## config.mk

```make
export PLATFORM = sky130hd
export DESIGN_NAME = ssc_sram_ctrl
export DESIGN_NICKNAME = d
export VERILOG_FILES = /design/src/ssc_pkg.sv /design/src/ssc_sram_ctrl.sv
export SDC_FILE = /design/constraint.sdc
export NUM_CORES = 1
export LEC_CHECK = 0
export ABC_CLOCK_PERIOD_IN_PS = 4110
export BUFFER_PORTS_ARGS = -buffer_cell sky130_fd_sc_hd__buf_2
export CAP_MARGIN = 20
export CORE_MARGIN = 1.5
export CORE_UTILIZATION = 52
export CTS_CLUSTER_SIZE = 14
export DETAILED_ROUTE_END_ITERATION = 6
export GPL_ROUTABILITY_DRIVEN = 0
export GPL_TIMING_DRIVEN = 0
export PLACE_DENSITY = 0.86
export SYNTH_ARGS = -nofsm -noshare
export SYNTH_HDL_FRONTEND = slang
export SYNTH_SLANG_ARGS = --single-unit
```

## constraint.sdc

```tcl
create_clock -name pclk -period 4.11 [get_ports pclk]
set_input_delay 0.822 -clock pclk [delete_from_list [all_inputs] [get_ports pclk]]
set_output_delay 0.822 -clock pclk [all_outputs]
set_load 0.005 [all_outputs]
```

## src/ssc_pkg.sv

```systemverilog
// constants, enumerations and carriers for the sync burst sram control block
// assumes one 100 MHz clock; every consumer imports the whole package
package ssc_pkg;

  // configuration defaults: lane count, lane width, array address width
  localparam int MAX_LANES  = 4;
  localparam int LANES_DEF  = 4;
  localparam int LANE_W_DEF = 9;
  localparam int ADDR_W_DEF = 19;
  localparam int APB_AW     = 12;

  // apb register map, byte addresses
  localparam logic [11:0] REG_CTRL_OFS = 12'h000;
  localparam logic [11:0] REG_STAT_OFS = 12'h004;

  // control register layout and reset value
  localparam int          CTRL_STANDBY_BIT = 0;
  localparam logic [31:0] CTRL_RESET       = 32'h0000_0000;

  // status register layout
  localparam int STAT_OP_LSB    = 0;
  localparam int STAT_CNT_LSB   = 2;
  localparam int STAT_START_LSB = 4;
  localparam int STAT_FT_BIT    = 6;
  localparam int STAT_LIN_BIT   = 7;
  localparam int STAT_SLEEP_BIT = 8;
  localparam int STAT_DRV_BIT   = 9;
  localparam int STAT_STBY_BIT  = 10;

  // values after reset of the mode synchronisers (pull-up and pull-down defaults)
  localparam logic FT_SEL_N_RESET  = 1'b1;
  localparam logic LIN_ORD_N_RESET = 1'b0;
  localparam logic SLEEP_RESET     = 1'b0;

  // burst counter
  localparam int         BURST_W     = 2;
  localparam logic [1:0] BURST_FIRST = 2'h0;
  localparam logic [1:0] BURST_STEP  = 2'h1;

  // kind of array access decoded on a clock edge
  typedef enum logic [1:0] {
    SSC_OP_IDLE  = 2'b00,
    SSC_OP_READ  = 2'b01,
    SSC_OP_WRITE = 2'b10
  } ssc_op_t;

  // one decoded access: kind and per-lane write mask
  typedef struct packed {
    ssc_op_t              op;
    logic [MAX_LANES-1:0] byte_we;
  } ssc_acc_t;

endpackage

```

## src/ssc_sram_ctrl.sv

```systemverilog
// control logic of a synchronous burst static ram: command decode, burst
// counter, write masks, flow-through/pipelined read path and output enables
// assumes the array answers arr_rdata combinationally from arr_addr in the
// cycle after the command edge; command pins are synchronous to pclk
//
// Functional notes
// disabled chip with strobe low deselects, floats data
// enabled processor strobe low begins read burst
// controller strobe begins burst, read or write
// strobes high, advance low: step burst address
// strobes high, advance high: repeat current address
// global write all bytes, byte-write by enables
// any enable mix; none writes nothing
// reads drive every byte lane
// writes keep every byte lane floating
// two lanes only in narrow configuration
// output enable high kills drivers asynchronously
// output enable only opens read-activated drivers
// two-bit counter, linear or interleaved, wraps
// flow-through when low, pipeline by default
// sleep high means standby, default active
// controller may hold strobes for single cycles
// controller may pulse strobe for simple bursts
// every listed strobe combination is supported
// dummy read advances counter like a read
// low address bits preset the burst counter
// pipeline read data one clock later
`timescale 1ns/1ps
`default_nettype none

module ssc_sram_ctrl
  import ssc_pkg::*;
#(
  parameter int LANES  = ssc_pkg::LANES_DEF,
  parameter int LANE_W = ssc_pkg::LANE_W_DEF,
  parameter int ADDR_W = ssc_pkg::ADDR_W_DEF
) (
  // clock, reset, enable
  input  wire  logic                             pclk,
  input  wire  logic                             presetn,
  input  wire  logic                             ce,
  // apb slave
  input  wire  logic [ssc_pkg::APB_AW-1:0]       paddr,
  input  wire  logic                             psel,
  input  wire  logic                             penable,
  input  wire  logic                             pwrite,
  input  wire  logic [31:0]                      pwdata,
  output logic [31:0]                            prdata,
  output logic                                   pready,
  output logic                                   pslverr,
  // synchronous bus pins
  input  wire  logic [ADDR_W-1:0]                addr,
  input  wire  logic                             chip_en_a_n,
  input  wire  logic                             chip_en_b,
  input  wire  logic                             chip_en_c_n,
  input  wire  logic                             proc_addr_strobe_n,
  input  wire  logic                             ctrl_addr_strobe_n,
  input  wire  logic                             burst_advance_n,
  input  wire  logic                             global_write_n,
  input  wire  logic                             byte_write_n,
  input  wire  logic                             lane0_write_en_n,
  input  wire  logic                             lane1_write_en_n,
  input  wire  logic                             lane2_write_en_n,
  input  wire  logic                             lane3_write_en_n,
  // asynchronous pins
  input  wire  logic                             out_en_n,
  input  wire  logic                             sleep_req,
  input  wire  logic                             flowthru_sel_n,
  input  wire  logic                             linear_order_n,
  // data pins, split into in, out and active-low enable per lane
  input  wire  logic [LANES*LANE_W-1:0]          dq_in,
  output logic [LANES*LANE_W-1:0]                dq_out,
  output logic [LANES-1:0]                       dq_oe_n,
  // memory array side
  output logic [ADDR_W-1:0]                      arr_addr,
  output logic [LANES*LANE_W-1:0]                arr_wdata,
  output logic [LANES-1:0]                       arr_we,
  output logic                                   arr_re,
  input  wire  logic [LANES*LANE_W-1:0]          arr_rdata,
  output logic                                   standby
);
  import ssc_pkg::*;

  localparam int DW = LANES * LANE_W;

  // burst order: linear adds the count, interleaved xors it
  function automatic logic [BURST_W-1:0] burst_low(input logic [BURST_W-1:0] start,
                                                   input logic [BURST_W-1:0] cnt,
                                                   input logic               interleave);
    burst_low = interleave ? (start ^ cnt) : BURST_W'(start + cnt);
  endfunction

  // mode pin synchronisers
  logic ft_s1_q, ft_s2_q, lin_s1_q, lin_s2_q, slp_s1_q, slp_s2_q;

  // core state
  ssc_acc_t           acc_q, acc_d;
  logic [BURST_W-1:0] start_q, start_d;
  logic [BURST_W-1:0] cnt_q, cnt_d;
  logic [ADDR_W-1:0]  arr_addr_q, arr_addr_d;
  logic [DW-1:0]      arr_wdata_q, arr_wdata_d;
  logic [DW-1:0]      pipe_q, pipe_d;
  logic               pipe_vld_q, pipe_vld_d;
  logic [DW-1:0]      dq_out_q, dq_out_d;
  logic               drv_q, drv_d;
  logic               stby_q, stby_d;

  // apb state
  logic [31:0] ctrl_q, ctrl_d;
  logic [31:0] prdata_q, prdata_d;
  logic        pready_q, pready_d;
  logic        pslverr_q, pslverr_d;

  // combinational helpers
  logic                 chip_en;
  logic                 wterm;
  logic [MAX_LANES-1:0] lane_n;
  logic [LANES-1:0]     wmask;
  logic                 ft_mode;
  logic                 stby_now;
  logic [31:0]          stat_word;

  always_ff @(posedge pclk or negedge presetn) begin
    if (!presetn) begin
      ft_s1_q  <= FT_SEL_N_RESET;
      ft_s2_q  <= FT_SEL_N_RESET;
      lin_s1_q <= LIN_ORD_N_RESET;
      lin_s2_q <= LIN_ORD_N_RESET;
      slp_s1_q <= SLEEP_RESET;
      slp_s2_q <= SLEEP_RESET;
    end else if (ce) begin
      ft_s1_q  <= flowthru_sel_n;
      ft_s2_q  <= ft_s1_q;
      lin_s1_q <= linear_order_n;
      lin_s2_q <= lin_s1_q;
      slp_s1_q <= sleep_req;
      slp_s2_q <= slp_s1_q;
    end
  end

  always_comb begin
    chip_en  = ~chip_en_a_n & chip_en_b & ~chip_en_c_n;
    lane_n   = {lane3_write_en_n, lane2_write_en_n, lane1_write_en_n, lane0_write_en_n};
    // lanes above the configured count have no pins to obey
    wmask    = ~lane_n[LANES-1:0];
    // global write wins; byte-write alone may write no lane at all
    wterm    = ~global_write_n | ~byte_write_n;
    if (!global_write_n) begin
      wmask = '1;
    end
    ft_mode  = ~ft_s2_q;
    stby_now = slp_s2_q | ctrl_q[CTRL_STANDBY_BIT];
  end

  // command decode and burst counter
  always_comb begin
    acc_d       = '{op: SSC_OP_IDLE, byte_we: '0};
    start_d     = start_q;
    cnt_d       = cnt_q;
    arr_addr_d  = arr_addr_q;
    arr_wdata_d = arr_wdata_q;
    stby_d      = stby_now;
    if (stby_now) begin
      acc_d.op = SSC_OP_IDLE;
    end else if (!proc_addr_strobe_n && !chip_en_a_n) begin
      if (chip_en) begin
        // processor strobe ignores the write inputs
        acc_d.op   = SSC_OP_READ;
        start_d    = addr[BURST_W-1:0];
        cnt_d      = BURST_FIRST;
        arr_addr_d = addr;
      end else begin
        acc_d.op = SSC_OP_IDLE;
      end
    end else if (!ctrl_addr_strobe_n) begin
      if (chip_en) begin
        acc_d.op   = wterm ? SSC_OP_WRITE : SSC_OP_READ;
        start_d    = addr[BURST_W-1:0];
        cnt_d      = BURST_FIRST;
        arr_addr_d = addr;
      end else begin
        acc_d.op = SSC_OP_IDLE;
      end
    end else begin
      // both remaining strobe forms continue or suspend the burst
      acc_d.op = wterm ? SSC_OP_WRITE : SSC_OP_READ;
      if (!burst_advance_n) begin
        // a read with output enable high steps exactly like any read
        cnt_d      = BURST_W'(cnt_q + BURST_STEP);
        arr_addr_d = {arr_addr_q[ADDR_W-1:BURST_W], burst_low(start_q, cnt_d, lin_s2_q)};
      end
      // advance high leaves counter and address as they are
    end
    if (acc_d.op == SSC_OP_WRITE) begin
      acc_d.byte_we = MAX_LANES'(wmask);
      arr_wdata_d   = dq_in;
    end
  end

  // read data path and driver control
  always_comb begin
    pipe_d     = arr_rdata;
    pipe_vld_d = acc_q.op == SSC_OP_READ;
    if (ft_mode) begin
      dq_out_d = arr_rdata;
      drv_d    = acc_q.op == SSC_OP_READ;
    end else begin
      // the extra output register costs one clock of latency
      dq_out_d = pipe_q;
      drv_d    = pipe_vld_q;
    end
    // a write edge floats the lanes at once; a deselect or standby one edge later,
    // so in flow-through mode a lone read still shows its data for one cycle
    if (acc_d.op == SSC_OP_WRITE || acc_q.op != SSC_OP_READ) begin
      drv_d = 1'b0;
    end
  end

  always_ff @(posedge pclk or negedge presetn) begin
    if (!presetn) begin
      acc_q       <= '{op: SSC_OP_IDLE, byte_we: '0};
      start_q     <= BURST_FIRST;
      cnt_q       <= BURST_FIRST;
      arr_addr_q  <= '0;
      arr_wdata_q <= '0;
      pipe_q      <= '0;
      pipe_vld_q  <= 1'b0;
      dq_out_q    <= '0;
      drv_q       <= 1'b0;
      stby_q      <= 1'b0;
    end else if (ce) begin
      acc_q       <= acc_d;
      start_q     <= start_d;
      cnt_q       <= cnt_d;
      arr_addr_q  <= arr_addr_d;
      arr_wdata_q <= arr_wdata_d;
      pipe_q      <= pipe_d;
      pipe_vld_q  <= pipe_vld_d;
      dq_out_q    <= dq_out_d;
      drv_q       <= drv_d;
      stby_q      <= stby_d;
    end
  end

  // apb slave: answers in the first access cycle
  always_comb begin
    stat_word                                     = '0;
    stat_word[STAT_OP_LSB +: 2]                   = acc_q.op;
    stat_word[STAT_CNT_LSB +: BURST_W]            = cnt_q;
    stat_word[STAT_START_LSB +: BURST_W]          = start_q;
    stat_word[STAT_FT_BIT]                        = ft_s2_q;
    stat_word[STAT_LIN_BIT]                       = lin_s2_q;
    stat_word[STAT_SLEEP_BIT]                     = slp_s2_q;
    stat_word[STAT_DRV_BIT]                       = drv_q;
    stat_word[STAT_STBY_BIT]                      = stby_q;
    ctrl_d    = ctrl_q;
    prdata_d  = prdata_q;
    pslverr_d = 1'b0;
    pready_d  = psel & ~penable & ~pready_q;
    if (psel && !penable) begin
      prdata_d = '0;
      if (paddr == REG_CTRL_OFS) begin
        prdata_d = ctrl_q;
      end else if (paddr == REG_STAT_OFS) begin
        prdata_d = stat_word;
      end else begin
        pslverr_d = 1'b1;
      end
    end else if (psel && penable && !pready_q) begin
      pslverr_d = pslverr_q;
    end
    if (psel && penable && pready_q && pwrite && paddr == REG_CTRL_OFS) begin
      // only the standby bit is implemented, the rest read zero
      ctrl_d                   = '0;
      ctrl_d[CTRL_STANDBY_BIT] = pwdata[CTRL_STANDBY_BIT];
    end
  end

  always_ff @(posedge pclk or negedge presetn) begin
    if (!presetn) begin
      ctrl_q    <= CTRL_RESET;
      prdata_q  <= '0;
      pready_q  <= 1'b0;
      pslverr_q <= 1'b0;
    end else if (ce) begin
      ctrl_q    <= ctrl_d;
      prdata_q  <= prdata_d;
      pready_q  <= pready_d;
      pslverr_q <= pslverr_d;
    end
  end

  // output enable is gated without a clock so it can cut drivers at any moment;
  // it can never open a lane the clocked logic has not armed for a read
  assign dq_oe_n   = {LANES{~(drv_q & ~out_en_n)}};
  assign dq_out    = dq_out_q;
  assign prdata    = prdata_q;
  assign pready    = pready_q;
  assign pslverr   = pslverr_q;
  assign arr_addr  = arr_addr_q;
  assign arr_wdata = arr_wdata_q;
  assign arr_we    = acc_q.byte_we[LANES-1:0];
  assign arr_re    = acc_q.op == SSC_OP_READ;
  assign standby   = stby_q;

endmodule

`default_nettype wire

```

==> reports/results.tsv <==
metric	value	unit
ys_types	45	
slowest_stage	nand2b_1	
leakagePower	4.488	nW
area_delta_synth_final	31.05	%
period_needed	2.187	ns
drc	0	
rrSetupSlack	2.26	ns
synth.top_cell.area_share	0.5798	
cts_num_sinks	160	
yosysSeqAreaShare	0.5875	
critPathArrivalTime	1.36	ns
io_buffers	239	
path_max_fanout	4	
netlist_top_cells_count	dfrtp_1 (158), mux2_2 (86), nor2_1 (40), a21oi_1 (39), mux2i_1 (38)	
initial_utilization	0.5360	
rr_worst_depth	7	
ant_nets	0	
rr_startpoint	cnt_q[0]	
nets	949	
hpwl	12.19	mm
ir_drop	0.2643	mV
avgSynthCellArea	13.32	sq um
avgRoutedWirePerCell	16.89	um
synth-main-ff-cell	dfrtp_1	
die_y	117.5	um
htreeDepth	4	
fp.coreArea	12720	sq um
p_total	4.519	mW
end_kind	output pin	
r2r_end	arr_addr[1]	
filler_cell_count	929	
maxCapViolations	0	
die_x	117.5	um
tightest_slew	0.6445	ns
overflow	0	
vias	4957	
antenna_found_initial	0	
startpoint_type	input pin	
cts.path.max_buffers	2	
ctsResizeCount	0	
wl	16.45	mm
synth-edff-count	0	
cts_buffers	17	
holdBufCountCts	0	
clk_latency	0.42	ns
finalCritPeriodShare	0.5320	
path_cells	buf_2, nand2b_1, buf_4, buf_2	
report.final.hold_viol_count	0	
drive_above_1_share	0.5125	
cts_tree	built	
grt_max_degree	92	
worstSetupPathType	in -> out	
synth_most_common_cell	dfrtp_1	
cp_slowest_stage_delay	0.18	ns
clk_pin_slew_worst_paths	0.05	ns
ys_top_cells_by_area	dfrtp_1 (58%), mux2_2 (14%), mux2i_1 (5.6%)	
grt_use_total	0.2461	
max_clock_freq	457.3	MHz
antenna_cells	0	
grt_pass1_wl	26.83	mm
num_rows	41	
root_buffer	clkbuf_16	
synthArstFlopShare	1.000	
ioPinCount	292	
rsz0062_at_grt	false	
post-cts-setup-buffers	0	
yosysTopAreaCell	dfrtp_1	
grt_pass1_vias	5272	
finalClockSkew	0.008082	ns
synthesis.instances	512	
final_max_slew_viol_count	0	
synth-seq-cells	160	
cp.required	3.29	ns
synthesis.area	6819	sq um
routed_via_density	5.089	
hold_class	in -> async	
status	finished, final reports clean	
ys_warn_count	0	
p_per_area	505.7	nW/um^2
drt_first_pass_iters	4	
dieArea	13810	sq um
setup_violations	0	
fin_tns_setup	0	ns
drt-initial-drc-count	228	
slew_headroom	0.5703	
cpMostUsedCell	buf_2	
report_power, final:
group          switching [mW]  leakage, nW  internal (mW)  total [mW]
clock                   0.583        0.296           1.01        1.59
combinational           0.400         2.28          0.508       0.908
sequential              0.156         1.91           1.86        2.02
registers in the layout, indices dropped and copies added (netlist names), 2 cells and up:
signal     count
arr_wdata     36
dq_out        36
pipe_q        36
arr_addr      19
prdata        11
arr_we         4
acc_q          2
cnt_q          2
start_q        2
how the worst max path moves through the flow:
| stage | from | to | slack, ns |
|---|---|---|---|
| 2_1_floorplan | out_en_n | dq_oe_n[1] | 2.14 |
| 3_3_place_gp | presetn | arr_addr[6] | 0.05 |
| 3_5_place_dp | ce | dq_out[26] | 1.64 |
| 4_1_cts | out_en_n | dq_oe_n[3] | 1.92 |
| 5_1_grt | out_en_n | dq_oe_n[3] | 1.90 |
| 6_report | out_en_n | dq_oe_n[3] | 1.92 |
routing by layer:
layer	GRT usage	vias up	wire length (um)
li1	-	2303	-
met1	0.2845	2421	6533
met2	0.4283	200	8345
met3	0.07946	33	1170
met4	0.09223	0	398
met5	0	-	0
kinds of logic after synthesis:
kind of cell | share of synthesized area
XOR/XNOR | 0.004587
multiplexers | 0.2248
buffers and inverters | 0.05780
other | 0.0005499
flip-flops | 0.5875
AND/OR/NAND/NOR | 0.05432
adder cells (fa/ha/maj) | 0.001835
AO/OA/AOI/OAI | 0.06862
worst max-delay path, delay by kind of cell:
family	cells	cell delay (ns)
AND/OR/NAND/NOR	1	0.18
buffers and inverters	3	0.36
final cells by class:
| type | instances | area (sq um) | area share |
|---|---|---|---|
| plain buffers | 55 | 356.6 | 0.03990 |
| inverters | 10 | 37.54 | 0.004201 |
| flip-flops and latches | 160 | 4006 | 0.4483 |
| well taps | 172 | 215.2 | 0.02408 |
| repair buffers | 240 | 1230 | 0.1376 |
| clock inverters | 6 | 105.1 | 0.01176 |
| multi-input cells | 307 | 2494 | 0.2791 |
| clock buffers | 24 | 491.7 | 0.05503 |
cell usage in the layout (no fill, tap or decap), types with 2 or more instances in the layout:
cell type  count
dfstp_2        2
buf_6          6
buf_1          5
nand2_1        7
mux2i_1       38
a21o_1         4
o21ai_0       11
dfrtp_1      158
a21oi_1       39
clkbuf_8       4
clkbuf_1      14
nand3_1        3
clkinv_2       3
buf_4         28
mux2_1         3
clkbuf_16     17
nor3b_4        2
inv_1         10
buf_2        244
mux2_4        10
conb_1        21
a22o_1        10
nor4_1         3
nand2b_1       4
mux2_2        86
nor3_1         4
o22ai_1        2
nor2_1        40
bufinv_16      3
metrics by stage:
stage | util | worst slack (ns) | cells | hold WS (ns) | cell area, sq um
2_1_floorplan | - | 2.142 | 532 | 0.4716 | 6894
3_3_place_gp | 0.6528 | 0.04551 | 943 | 0.4668 | 8305
3_5_place_dp | 0.6555 | 1.635 | 944 | 0.4638 | 8339
4_1_cts | 0.7024 | 1.917 | 974 | 0.4156 | 8936
5_1_grt | 0.7024 | 1.902 | 974 | 0.4468 | 8936
6_report | 0.7024 | 1.923 | 974 | 0.3918 | 8936
(Power assumes the default switching activity.)
